===== config.mk =====
export PLATFORM = sky130hd
export DESIGN_NAME = crp_top
export DESIGN_NICKNAME = d
export VERILOG_FILES = /design/src/hdl/crp_pkg.sv /design/src/hdl/crp_top.sv /design/src/hdl/crp_sync.sv
export VERILOG_INCLUDE_DIRS = /design/src /design/src/hdl
export SDC_FILE = /design/constraint.sdc
export NUM_CORES = 1
export LEC_CHECK = 0
export ABC_AREA = 0
export BUFFER_PORTS_ARGS = -buffer_cell sky130_fd_sc_hd__clkbuf_2
export CORE_MARGIN = 2
export CORE_UTILIZATION = 45
export DETAILED_ROUTE_END_ITERATION = 10
export PLACE_DENSITY_LB_ADDON = 0.15
export REMOVE_ABC_BUFFERS = 1
export SLEW_MARGIN = 10
export SYNTH_ARGS = -nofsm -noshare
export SYNTH_HDL_FRONTEND = slang
export SYNTH_HIERARCHICAL = 1
export SYNTH_SLANG_ARGS = --single-unit

===== constraint.sdc =====
create_clock -name clk_sys -period 1.2 [get_ports clk_sys]
set_input_delay 0 -clock clk_sys [delete_from_list [all_inputs] [get_ports clk_sys]]
set_output_delay 0 -clock clk_sys [all_outputs]
set_load 0.02 [all_outputs]

===== src/hdl/crp_map.svh =====
// constants for the clock, reset and interrupt pin logic
`ifndef CRP_MAP_SVH
`define CRP_MAP_SVH
`define CRP_CLK_DIV       4
`define CRP_CLK_DIV_W     2
`define CRP_PH_RISE       2'h1
`define CRP_PH_FALL       2'h3
`define CRP_RST_STRETCH   4'hF
`define CRP_MUX_PINS      18
`endif


===== src/hdl/crp_pkg.sv =====
// types for the clock, reset and interrupt pin logic
package crp_pkg;
  typedef enum logic [1:0] {
    CRP_MODE_SINGLE   = 2'h2,
    CRP_MODE_EXPANDED = 2'h3,
    CRP_MODE_BOOT     = 2'h0,
    CRP_MODE_TEST     = 2'h1
  } crp_mode_t;
  typedef enum logic [1:0] {
    CRP_RST_IDLE    = 2'h0,
    CRP_RST_DRIVE   = 2'h1,
    CRP_RST_RELEASE = 2'h2
  } crp_rst_state_t;
endpackage : crp_pkg


===== src/hdl/crp_top.sv =====
// system pin front end: bus phase clock, reset pin, interrupt requests
`timescale 1ns/10ps
`include "crp_map.svh"
// Function
// [RL1] bus clock is oscillator divided by four
// [RL2] low phase internal, high phase data access
// [RL3] bus clock stops in halt mode
// [RL4] low reset pin initializes device
// [RL5] open-drain reset low on monitor/watchdog failure
// [RL6] accept asynchronous active-low maskable request
// [RL7] software selects falling edge or low level
// [RL8] every reset selects level sensing
// [RL9] nonmaskable request usable after reset completes
// [RL10] reset sets mask; ignored until cleared
// [RL11] nonmaskable request is level sensitive
// [RL12] expanded mode reassigns eighteen bus pins
// [RL13] both requests synchronized before detection
module crp_top
  import crp_pkg::*;
#(
  parameter int DIV = `CRP_CLK_DIV
) (
  input  wire logic       clk_sys,
  input  wire logic       rst_n,
  input  wire logic       osc_clock_in,
  output logic            osc_drive_out,
  output logic            bus_clk,
  output logic            data_phase,
  output logic            internal_phase,
  input  wire logic       halt_req,
  input  wire logic       reset_pin_in,
  output logic            reset_pin_out,
  output logic            reset_pin_oe,
  output logic            core_reset_n,
  input  wire logic       clk_monitor_fail,
  input  wire logic       watchdog_timer_fail,
  input  wire logic       int_req_n,
  input  wire logic       edge_sel_wr,
  input  wire logic       edge_sel_data,
  output logic            edge_sel,
  output logic            int_pending,
  input  wire logic       int_ack,
  input  wire logic       nonmaskable_int_req_n,
  input  wire logic       nmi_mask_clear,
  output logic            nmi_mask,
  output logic            nmi_pending,
  input  wire logic [1:0] mode_straps,
  output logic            expanded_bus,
  output logic [4:0]      bus_pin_count
);
  // ==========================================================
  // input synchronisers
  logic [5:0] raw_in;
  logic [5:0] sync_in;
  logic       osc_s;
  logic       reset_pin_s;
  logic       irq_s;
  logic       nmi_s;
  logic [1:0] mode_s;

  assign raw_in = {mode_straps, osc_clock_in, reset_pin_in,
                   int_req_n, nonmaskable_int_req_n};

  crp_sync #(.WIDTH(6)) u_sync (
    .clk_sys  (clk_sys),
    .rst_n    (rst_n),
    .async_in (raw_in),
    .sync_out (sync_in)
  ); // RL13

  assign osc_s       = sync_in[3];
  assign reset_pin_s = sync_in[2];
  assign irq_s       = sync_in[1];
  assign nmi_s       = sync_in[0];
  assign mode_s      = sync_in[5:4];

  // ==========================================================
  // oscillator edge detect and divide by four
  logic                      osc_d;
  logic                      osc_rise;
  logic [`CRP_CLK_DIV_W-1:0] phase;

  assign osc_rise = osc_s & ~osc_d;

  always_ff @(posedge clk_sys) begin
    if (!rst_n) begin
      osc_d         <= 1'b1;
      osc_drive_out <= 1'b1;
    end else begin
      osc_d         <= osc_s;
      osc_drive_out <= ~osc_s;
    end
  end

  always_ff @(posedge clk_sys) begin
    if (!rst_n) begin
      phase <= '0;
    end else if (osc_rise && !halt_req) begin
      phase <= phase + 1'b1; // RL1
    end
  end

  always_ff @(posedge clk_sys) begin
    if (!rst_n) begin
      bus_clk        <= 1'b0;
      data_phase     <= 1'b0;
      internal_phase <= 1'b1;
    end else if (halt_req) begin
      bus_clk        <= 1'b0; // RL3
      data_phase     <= 1'b0;
      internal_phase <= 1'b1;
    end else if (osc_rise) begin
      if (phase == `CRP_PH_RISE) begin
        bus_clk        <= 1'b1; // RL1
        data_phase     <= 1'b1; // RL2
        internal_phase <= 1'b0;
      end else if (phase == `CRP_PH_FALL) begin
        bus_clk        <= 1'b0;
        data_phase     <= 1'b0; // RL2
        internal_phase <= 1'b1;
      end
    end
  end

  // ==========================================================
  // reset pin: input and open-drain failure output
  crp_rst_state_t rst_state;
  logic [3:0]     stretch;
  logic           fail;

  assign fail = clk_monitor_fail | watchdog_timer_fail;

  always_ff @(posedge clk_sys) begin
    if (!rst_n) begin
      rst_state     <= CRP_RST_IDLE;
      stretch       <= 4'h0;
      reset_pin_out <= 1'b0;
      reset_pin_oe  <= 1'b0;
    end else begin
      case (rst_state)
        CRP_RST_IDLE: begin
          if (fail) begin
            rst_state    <= CRP_RST_DRIVE;
            stretch      <= `CRP_RST_STRETCH;
            reset_pin_oe <= 1'b1; // RL5
          end
        end
        CRP_RST_DRIVE: begin
          if (stretch != 4'h0) begin
            stretch <= stretch - 4'h1;
          end else if (!fail) begin
            rst_state    <= CRP_RST_RELEASE;
            reset_pin_oe <= 1'b0;
          end
        end
        CRP_RST_RELEASE: begin
          if (fail) begin
            rst_state    <= CRP_RST_DRIVE;
            stretch      <= `CRP_RST_STRETCH;
            reset_pin_oe <= 1'b1; // RL5
          end else if (reset_pin_s) begin
            rst_state <= CRP_RST_IDLE;
          end
        end
        default: begin
          rst_state <= CRP_RST_IDLE;
        end
      endcase
    end
  end

  logic in_reset;
  assign in_reset = ~reset_pin_s | reset_pin_oe;

  always_ff @(posedge clk_sys) begin
    if (!rst_n) begin
      core_reset_n <= 1'b0;
    end else begin
      core_reset_n <= ~in_reset; // RL4
    end
  end

  // ==========================================================
  // maskable request: edge or level
  logic irq_d;

  always_ff @(posedge clk_sys) begin
    if (!rst_n) begin
      edge_sel <= 1'b0;
    end else if (in_reset) begin
      edge_sel <= 1'b0; // RL8
    end else if (edge_sel_wr) begin
      edge_sel <= edge_sel_data; // RL7
    end
  end

  always_ff @(posedge clk_sys) begin
    if (!rst_n) begin
      irq_d       <= 1'b1;
      int_pending <= 1'b0;
    end else begin
      irq_d <= irq_s;
      if (in_reset) begin
        int_pending <= 1'b0;
      end else if (!edge_sel) begin
        int_pending <= ~irq_s; // RL6
      end else if (irq_d && !irq_s) begin
        int_pending <= 1'b1; // RL7
      end else if (int_ack) begin
        int_pending <= 1'b0;
      end
    end
  end

  // ==========================================================
  // nonmaskable request: level, masked from reset
  always_ff @(posedge clk_sys) begin
    if (!rst_n) begin
      nmi_mask <= 1'b1;
    end else if (in_reset) begin
      nmi_mask <= 1'b1; // RL10
    end else if (nmi_mask_clear) begin
      nmi_mask <= 1'b0;
    end
  end

  always_ff @(posedge clk_sys) begin
    if (!rst_n) begin
      nmi_pending <= 1'b0;
    end else begin
      nmi_pending <= ~nmi_s & ~nmi_mask & ~in_reset; // RL9 RL11
    end
  end

  // ==========================================================
  // operating mode strap and bus pin reassignment
  always_ff @(posedge clk_sys) begin
    if (!rst_n) begin
      expanded_bus  <= 1'b0;
      bus_pin_count <= 5'h00;
    end else if (in_reset) begin
      expanded_bus  <= (mode_s == CRP_MODE_EXPANDED);
      bus_pin_count <= (mode_s == CRP_MODE_EXPANDED) ? 5'(`CRP_MUX_PINS) : 5'h00; // RL12
    end
  end
endmodule : crp_top


===== src/hdl/crp_sync.sv =====
// two flip-flop synchroniser
`timescale 1ns/10ps
`include "crp_map.svh"
module crp_sync #(
  parameter int WIDTH = 1
) (
  input  wire logic             clk_sys,
  input  wire logic             rst_n,
  input  wire logic [WIDTH-1:0] async_in,
  output logic      [WIDTH-1:0] sync_out
);
  logic [WIDTH-1:0] stage1;

  always_ff @(posedge clk_sys) begin
    if (!rst_n) begin
      stage1   <= {WIDTH{1'b1}};
      sync_out <= {WIDTH{1'b1}};
    end else begin
      stage1   <= async_in;
      sync_out <= stage1;
    end
  end
endmodule : crp_sync


==> impl_metrics.env, run 1 <==
export IMPL_grt_max_degree=19
export IMPL_setup_viol=3
export IMPL_ys_top_cells_by_area="dfxtp_1 (52%), nand2b_1 (6.6%), buf_4 (4.9%)"
export IMPL_status="complete, but fails checks"
export IMPL_antenna_found_initial=0
export IMPL_cts_sinks=32
export IMPL_detailed_place_hpwl_um=1420
export IMPL_htree_levels=2
export IMPL_violations="setup timing"
export IMPL_cts_buffers=5
export IMPL_cp_start_kind="flip-flop"
export IMPL_gp_congestion=0.722
export IMPL_start_util_pct=48.7
export IMPL_synth_avg_cell_area_um2=10.4
export IMPL_setup_tns_ns=-0.210
export IMPL_worst_slack_ns=-0.0956
export IMPL_p_int_w=0.00163
export IMPL_chipHeight_um=56.3
export IMPL_die_area_mm2=0.00316
export IMPL_cp_required_ns=1.40
export IMPL_drcViolationCount=0
export IMPL_rrSetupSlack_ns=-0.1
export IMPL_num_rows=18
export IMPL_die_x_um=56.3
export IMPL_drtAntennaViolNets=0
export IMPL_endpoint_kind="flip-flop"
export IMPL_vias=950
export IMPL_netSwitchingFraction_pct=25.4
export IMPL_fmax_ghz=0.772
export IMPL_wl_um=2190
export IMPL_pwr_share_clk_pct=27.7
export IMPL_seq_area_frac_synth_pct=52.1
export IMPL_fin_skew_ns=0.00688
export IMPL_clockBufferDepth=2
export IMPL_crit_fanout=3
export IMPL_slew_viol_final=0
export IMPL_synth_cells=118
export IMPL_rsz0062_at_grt="true"
export IMPL_p_seq_share_pct=53.8
export IMPL_synth_warnings=6
export IMPL_fin_nets=185
export IMPL_p_per_area_mw_per_mm2=1310
export IMPL_fin_crit_sh_pct=108
export IMPL_grt_pass1_vias=881
export IMPL_final_util_pct=65.7
export IMPL_max_vdd_ir_drop_uv=1090
export IMPL_grt_usage_pct=15.1
export IMPL_netlist_area_leader_share_pct=52.1
export IMPL_critical_path_class="flip-flop to flip-flop"
export IMPL_drive_gt1_share_pct=39.9
export IMPL_grt_overflow=0
export IMPL_grt_pass1_wl_um=3670
export IMPL_syn_area_mm2=0.00123
export IMPL_cts_root_buf="clkbuf_4"
export IMPL_leakage_nw=0.710
export IMPL_areaGrowthSynthToFinish_pct=34.9
export IMPL_hold_slack_ns=0.404
export IMPL_min_period_ns=1.30
export IMPL_hp_class="flip-flop to flip-flop"
export IMPL_synth_cell_types=37
export IMPL_ios=32
export IMPL_clkLatencyLatePin_ns=0.31
export IMPL_synth_seq_cells=32
export IMPL_p_switching_w=0.000552
export IMPL_hold_viol=0
export IMPL_cts_tree="done"
export IMPL_drtIter0Drc=21
export IMPL_drv_cap=0
export IMPL_core_area_mm2=0.00252
export IMPL_clk_pin_slew_ns=0.09
export IMPL_cp_data_arrival_time_ns=1.50
export IMPL_comb_power_share_pct=18.5
export IMPL_nFillCells=204
export IMPL_portBuffers=27
export IMPL_vias_per_cell=4.80
export IMPL_dr_pass1_iters=4
export IMPL_wl_per_cell_um=11.1
export IMPL_diodes=0
export IMPL_synth_largest_area_cell="dfxtp_1"
[Yosys cell counts]
cell       n
nand2_1    4
nor2_1     7
a41oi_1    1
o21ba_2    1
mux2i_1    1
nand3_1    2
a211oi_2   1
o22ai_1    1
o41ai_1    1
xnor2_1    1
conb_1     1
a211oi_1   2
dfxtp_1   32
a21o_1     1
buf_6      1
inv_1      5
a22oi_1    1
o21ai_1    2
nor3_1     1
nor3_2     1
buf_4      8
or3b_4     1
a31oi_1    2
a21oi_1    4
ha_1       3
or2_4      1
nand3b_1   3
a221oi_1   1
nor2b_1    2
nand2b_1  13
nand2b_2   5
a21o_2     1
nor3b_2    2
nor4_1     1
and2_1     1
inv_2      2
o311a_1    1
[worst max-delay path, stage by stage (launching register included)]
cell,delay [ns]
dfxtp_2,0.33
inv_2,0.06
ha_4,0.13
or3b_4,0.40
a211oi_2,0.20
a211oi_1,0.06
[cells in the final DEF (no fill, tap or decap), drive strengths merged]
cell / count
dfxtp: 32
a221oi: 1
nor3: 2
or3b: 1
nand3: 2
a21oi: 4
inv: 7
nor4: 1
a31oi: 2
nor2b: 2
ha: 3
nor2: 7
nand2b: 18
nand2: 4
mux2i: 1
o21ba: 1
a211oi: 3
clkbuf: 35
o21ai: 2
a41oi: 1
nor3b: 2
a22oi: 1
dlygate4sd3: 14
nand3b: 3
conb: 4
xnor2: 1
a21o: 2
buf: 7
and2: 1
o41ai: 1
or2: 1
o22ai: 1
o311a: 1
[metrics by stage]
stage	std cells	power (W)	setup slack, ns	instance area [um^2]
global route	198	0.00230	-0.144	1660
global placement	175	0.00149	-0.0440	1390
detailed placement	175	0.00149	-0.101	1390
finish	198	0.00218	-0.0956	1660
floorplan	112	0.00137	-0.123	1170
CTS	198	0.00217	-0.106	1620
[repair_timing]
item,CTS,global route
hold buffers,14,1
pin swaps,4,5
endpoints found under the hold margin,14,1
cloned,0,0
gates resized for setup,8,9
endpoints found under the setup margin,4,8
buffers inserted,1,0
[cell type report]
type	instances	area, um^2	share of cell area (%)
timing repair buffer	48	335	20.2
multi-input combinational	73	556	33.5
tap	30	37.5	2.26
inverter	7	26.3	1.58
clock buffer	8	58.8	3.55
sequential	32	644	38.9
[power groups by stage]
stage          combinational, W  clock, W  sequential [W]
2_1_floorplan          0.000156         0         0.00121
3_3_place_gp           0.000303         0         0.00118
3_5_place_dp           0.000307         0         0.00119
4_1_cts                0.000371  0.000631         0.00117
5_1_grt                0.000441  0.000683         0.00118
6_report               0.000403  0.000604         0.00117
[layer usage]
metal	GRT usage, %	vias up	part of all wire [%]
met2	24.4	36	48
met3	4.61	5	7.1
met1	18.1	419	43
met4	7.48	0	1.6
met5	0	-	0
li1	-	490	-
[path summary, 6_finish.rpt]
| kind | startpoint | to | cells after the start |
|---|---|---|---|
| min | u_sync/sync_out[0] | nmi_pending | 1 |
| max reg2reg | stretch[1] | stretch[0] | 5 |
| min reg2reg | u_sync/sync_out[0] | nmi_pending | 1 |
| max | stretch[1] | stretch[0] | 5 |
[kinds of logic (layout without fill, tap and decap cells)]
family                     count (synthesis)  count (layout)  share of synthesized area (%)
AOI/OAI and AO/OA                         20              20                           11.9
xor gates and xnor gates                   1               1                          0.713
adders and majority gates                  3               3                           3.06
buffers and inverters                     16              63                           7.94
DFF                                       32              32                           52.1
muxes                                      1               1                          0.815
other                                      1               4                          0.305
and+or+nand+nor                           44              44                           23.1
[flip-flops by register name (all words and copies together) (netlist names)]
signal and cells:
u_sync/stage1 6, u_sync/sync_out 6, stretch 4, phase 2, rst_state 2, bus_pin_count 1
core_reset_n 1, data_phase 1, edge_sel 1, int_pending 1, internal_phase 1, irq_d 1
nmi_mask 1, nmi_pending 1, osc_d 1, osc_drive_out 1, reset_pin_oe 1
(Power assumes the default switching activity.)
==> run 2: changes to the inputs <==
--- a/config.mk
+++ b/config.mk
@@ -8,6 +8,7 @@
 export LEC_CHECK = 0
 export ABC_AREA = 0
 export BUFFER_PORTS_ARGS = -buffer_cell sky130_fd_sc_hd__clkbuf_2
+export CAP_MARGIN = 15
 export CORE_MARGIN = 2
 export CORE_UTILIZATION = 45
 export DETAILED_ROUTE_END_ITERATION = 10
==> constraint.sdc (replaced) <==
create_clock -name clk_sys -period 1.5 [get_ports clk_sys]
set_input_delay 0 -clock clk_sys [delete_from_list [all_inputs] [get_ports clk_sys]]
set_output_delay 0 -clock clk_sys [all_outputs]
set_load 0.02 [all_outputs]
==> run 2 against run 1 <==
The run now ends clean. Final cell count down 3.5%. Via count shrank 2.8%. Wire length decreased by 8.4%. Utilization decreased by 4.0 points. Critical path depth did not move. Clock power fell by 29%. Sequential share of layout area rose by 2.3 points. Global-route usage fell by 0.47 points. Flip-flop and latch count unchanged. Hold slack got worse by 0.010 ns. Non-clock buffer count down 6. Design area decreased by 6.0%.
==> impl_metrics.env, run 2 (synthesized netlist as in run 1, its figures left out) <==
export IMPL_slew_viol_final=0
export IMPL_p_seq_share_pct=57.5
export IMPL_clockBufferDepth=2
export IMPL_num_rows=18
export IMPL_dr_pass1_iters=4
export IMPL_comb_power_share_pct=16.1
export IMPL_p_switching_w=0.000423
export IMPL_netSwitchingFraction_pct=26.0
export IMPL_leakage_nw=0.669
export IMPL_setup_viol=0
export IMPL_power_total_w=0.00163
export IMPL_cpMaxStageDelayCell="or3b_4"
export IMPL_antenna_found_initial=0
export IMPL_p_int_w=0.00120
export IMPL_pwr_share_clk_pct=26.4
export IMPL_detailed_place_hpwl_um=1390
export IMPL_crit_start="stretch[1]"
export IMPL_drtAntennaViolNets=0
export IMPL_crit_fanout=5
export IMPL_wl_um=2010
export IMPL_cp_start_kind="flip-flop"
export IMPL_vias=923
export IMPL_nFillCells=228
export IMPL_fin_crit_sh_pct=93.1
export IMPL_cts_buffers=5
export IMPL_grt_usage_pct=14.6
export IMPL_grt_max_degree=19
export IMPL_final_util_pct=61.8
export IMPL_grt_pass1_vias=884
export IMPL_post_cts_setup_buffers=0
export IMPL_ios=32
export IMPL_cts_sinks=32
export IMPL_critical_path_class="flip-flop to flip-flop"
export IMPL_hold_slack_ns=0.393
export IMPL_fin_nets=179
export IMPL_grt_overflow=0
export IMPL_mostFrequentLayoutCells="dfxtp_1 (31), clkbuf_2 (27), dlygate4sd3_1 (14), nand2b_1 (13), nor2_1 (7)"
export IMPL_max_vdd_ir_drop_uv=650
export IMPL_drive_gt1_share_pct=32.3
export IMPL_cts_tree="done"
export IMPL_drv_cap=0
export IMPL_worstReg2RegStart="stretch[1]"
export IMPL_fmax_ghz=0.716
export IMPL_crit_chain="inv_1, ha_4, or3b_4, a211oi_2, a211oi_1"
export IMPL_clk_pin_slew_ns=0.09
export IMPL_diodes=0
export IMPL_layout_commonest_cell="dfxtp_1"
export IMPL_setup_tns_ns=0
export IMPL_htree_levels=2
export IMPL_cp_required_ns=1.70
export IMPL_grt_pass1_wl_um=3600
export IMPL_drtIter0Drc=11
export IMPL_fin_skew_ns=0.00581
export IMPL_gp_congestion=0.719
export IMPL_endpoint_kind="flip-flop"
export IMPL_min_period_ns=1.40
export IMPL_drcViolationCount=0
export IMPL_rsz0062_at_grt="false"
export IMPL_vias_per_cell=4.83
export IMPL_areaGrowthSynthToFinish_pct=26.8
export IMPL_reg_largest_list="u_sync/stage1: 6 flops, u_sync/sync_out: 6 flops, stretch: 4 flops"
export IMPL_die_x_um=56.3
export IMPL_hp_start="mode_straps[1]"
export IMPL_cp_data_arrival_time_ns=1.59
export IMPL_slowest_delay_ns=0.39
export IMPL_wl_per_cell_um=10.5
export IMPL_status="complete, no violations"
export IMPL_rrSetupSlack_ns=0.10
export IMPL_cts_root_buf="clkbuf_4"
export IMPL_start_util_pct=48.7
export IMPL_hp_class="primary input to flip-flop"
export IMPL_die_area_mm2=0.00316
export IMPL_core_area_mm2=0.00252
export IMPL_p_per_area_mw_per_mm2=1040
export IMPL_hold_viol=0
export IMPL_clkLatencyLatePin_ns=0.32
export IMPL_chipHeight_um=56.3
export IMPL_portBuffers=27
run 2: cell types whose count changed in the layout (fill, tap and decap cells not counted), sizes merged:
| cell | previous run | this run |
|---|---|---|
| buf | 7 | 1 |
| clkbuf | 35 | 33 |
| clkinv | 0 | 1 |
run 2: power groups by stage:
stage	registers [W]	logic, W	clock network [W]
floorplan	0.000969	0.000125	0
global placement	0.000950	0.000212	0
detailed placement	0.000952	0.000216	0
CTS	0.000933	0.000247	0.000448
global route	0.000943	0.000289	0.000490
finish	0.000935	0.000262	0.000430
run 2: cell type report:
class	count	area, um^2	area share, %
Sequential cell	32	642	41.2
Clock buffer	6	41.3	2.65
Timing Repair Buffer	42	283	18.2
Inverter	7	26.3	1.69
Clock inverter	1	5.00	0.321
Tap cell	30	37.5	2.41
Multi-Input combinational cell	73	523	33.6
run 2: per-layer routing:
| metal | GRT usage, % | routed length (um) |
|---|---|---|
| met3 | 6.45 | 146 |
| met2 | 23.4 | 911 |
| met1 | 16.7 | 894 |
| met4 | 6.80 | 53 |
| met5 | 0 | 0 |
run 2: through the flow:
step	instance area (um^2)	setup WS, ns	instances
floorplan	1170	0.177	112
global placement	1350	0.140	170
detailed placement	1350	0.0545	170
CTS	1540	0.0466	191
global route	1560	0.0293	191
finish	1560	0.104	191
run 2: worst paths after layout:
| path | to | depth (start not counted) |
|---|---|---|
| min reg2reg | nmi_pending | 1 |
| min | u_sync/stage1[5] | 3 |
| max | stretch[0] | 5 |
| max reg2reg | stretch[0] | 5 |
run 2: critical path: cells and delay by family (launching register included):
| kind | cells | cell delay [ns] |
|---|---|---|
| flops | 1 | 0.34 |
| compound gates | 2 | 0.28 |
| buf+inv | 1 | 0.11 |
| fa+ha+maj | 1 | 0.16 |
| simple gates | 1 | 0.39 |
run 2: what timing repair did:
| item | CTS | global route |
|---|---|---|
| endpoints found under the hold margin | 15 | 0 |
| endpoints found under the setup margin | 0 | 2 |
| gates resized for setup | 0 | 5 |
| hold buffers | 14 | 0 |
==> run 3: changes to the inputs <==
==> constraint.sdc (replaced) <==
create_clock -name clk_sys -period 1.7 [get_ports clk_sys]
set_input_delay 0 -clock clk_sys [delete_from_list [all_inputs] [get_ports clk_sys]]
set_output_delay 0 -clock clk_sys [all_outputs]
set_load 0.02 [all_outputs]
==> run 3 against run 2 <==
Count of clock-buffer cells in the layout unchanged. Combinational power decreased by 17%. Largest cell class unchanged. Clock power shrank 12%. Flip-flop and latch count did not move. Non-clock buffer count unchanged. Hold slack got worse by 0.0014 ns. Register-to-register slack better by 0.15 ns. Power decreased by 13%. Die area unchanged.
==> impl_metrics.env, run 3 (synthesized netlist as in run 1, its figures left out) <==
export IMPL_pwr_share_clk_pct=26.7
export IMPL_chipHeight_um=56.3
export IMPL_cts_tree="done"
export IMPL_cp_data_arrival_time_ns=1.65
export IMPL_slew_viol_final=0
export IMPL_detailed_place_hpwl_um=1390
export IMPL_drtIter0Drc=18
export IMPL_rsz0062_at_grt="false"
export IMPL_endpoint_kind="flip-flop"
export IMPL_clockBufferDepth=2
export IMPL_grt_pass1_wl_um=3600
export IMPL_p_int_w=0.00105
export IMPL_p_switching_w=0.000369
export IMPL_setup_viol=0
export IMPL_critPathCapture="stretch[0]"
export IMPL_wl_um=2000
export IMPL_min_period_ns=1.45
export IMPL_grt_overflow=0
export IMPL_diodes=0
export IMPL_crit_fanout=5
export IMPL_p_per_area_mw_per_mm2=925
export IMPL_portBuffers=27
export IMPL_hold_buffers=14
export IMPL_die_area_mm2=0.00316
export IMPL_worstReg2RegStart="stretch[0]"
export IMPL_gp_congestion=0.719
export IMPL_fmax_ghz=0.689
export IMPL_core_area_mm2=0.00252
export IMPL_mostFrequentLayoutCells="dfxtp_1 (32), clkbuf_2 (27), dlygate4sd3_1 (14), nand2b_1 (13), nor2_1 (7)"
export IMPL_reg_largest_list="u_sync/stage1: 6 flops, u_sync/sync_out: 6 flops, stretch: 4 flops"
export IMPL_cts_sinks=32
export IMPL_hold_viol=0
export IMPL_hp_class="primary input to flip-flop"
export IMPL_rrSetupSlack_ns=0.25
export IMPL_fin_skew_ns=0.00585
export IMPL_hp_start="mode_straps[1]"
export IMPL_drtAntennaViolNets=0
export IMPL_wl_per_cell_um=10.5
export IMPL_power_total_w=0.00142
export IMPL_p_seq_share_pct=58.0
export IMPL_antenna_found_initial=0
export IMPL_drcViolationCount=0
export IMPL_max_vdd_ir_drop_uv=559
export IMPL_cp_start_kind="flip-flop"
export IMPL_clk_pin_slew_ns=0.09
export IMPL_ios=32
export IMPL_rr_endpoint="stretch[0]"
export IMPL_areaGrowthSynthToFinish_pct=24.9
export IMPL_post_cts_setup_buffers=0
export IMPL_netSwitchingFraction_pct=26.0
export IMPL_leakage_nw=0.666
export IMPL_num_rows=18
export IMPL_cts_resized=0
export IMPL_htree_levels=2
export IMPL_clkLatencyLatePin_ns=0.32
export IMPL_crit_start="stretch[0]"
export IMPL_status="complete, no violations"
export IMPL_fin_nets=179
export IMPL_setup_tns_ns=0
export IMPL_start_util_pct=48.7
export IMPL_grt_usage_pct=14.6
export IMPL_vias=931
export IMPL_dr_pass1_iters=4
export IMPL_layout_commonest_cell="dfxtp_1"
export IMPL_fin_crit_sh_pct=85.4
export IMPL_cts_root_buf="clkbuf_4"
export IMPL_grt_pass1_vias=884
export IMPL_critical_path_class="flip-flop to flip-flop"
export IMPL_drv_cap=0
export IMPL_comb_power_share_pct=15.3
export IMPL_cp_required_ns=1.90
export IMPL_drive_gt1_share_pct=30.4
export IMPL_grt_max_degree=19
export IMPL_die_x_um=56.3
export IMPL_cts_buffers=5
export IMPL_r2r_cells=5
export IMPL_vias_per_cell=4.87
run 3: layout make-up:
type / instances / area (um^2)
fillers: 227 / 987
flip-flops and latches: 32 / 641
multi-input cells: 73 / 502
repair buffers: 42 / 283
clock buffers: 6 / 41.3
well taps: 30 / 37.5
inverters: 7 / 26.3
clock inverters: 1 / 5.00
run 3: critical path: stages (launching register included):
cell and delay [ns]:
dfxtp_1 0.36, inv_1 0.07, ha_1 0.22, or3b_4 0.41
a211oi_2 0.19, a211oi_1 0.08
run 3: power by group through the flow:
stage	registers, W	clock network, W	logic [W]
6_report	0.000823	0.000379	0.000217
5_1_grt	0.000830	0.000432	0.000240
4_1_cts	0.000823	0.000395	0.000218
3_5_place_dp	0.000840	0	0.000191
3_3_place_gp	0.000838	0	0.000187
2_1_floorplan	0.000855	0	0.000110
run 3: worst min-delay path by stage:
stage,to,slack [ns],cells after the start
final,u_sync/stage1[5],0.39,3
after CTS,u_sync/stage1[5],0.38,3
after detailed placement,u_sync/stage1[0],0.19,2
after global routing,u_sync/stage1[5],0.40,3
after floorplan,u_sync/sync_out[0],0.07,1
after global placement,u_sync/stage1[2],0.18,2
run 3: metrics by stage:
stage / instances / setup WS [ns] / cell area (um^2) / hold slack, ns / utilization (%)
after floorplan: 112 / 0.377 / 1170 / 0.0676 / -
after global placement: 170 / 0.340 / 1350 / 0.180 / 53.5
after detailed placement: 170 / 0.254 / 1350 / 0.186 / 53.5
after CTS: 191 / 0.247 / 1540 / 0.381 / 60.9
after global routing: 191 / 0.148 / 1540 / 0.400 / 60.9
final: 191 / 0.249 / 1540 / 0.392 / 60.9
run 3: per-layer routing:
| layer | track usage, % | vias to the layer above | routed length [um] |
|---|---|---|---|
| met3 | 6.45 | 5 | 160 |
| met4 | 6.80 | 0 | 34 |
| met2 | 23.4 | 35 | 928 |
| met1 | 16.7 | 416 | 877 |
| li1 | - | 475 | - |
| met5 | 0 | - | 0 |
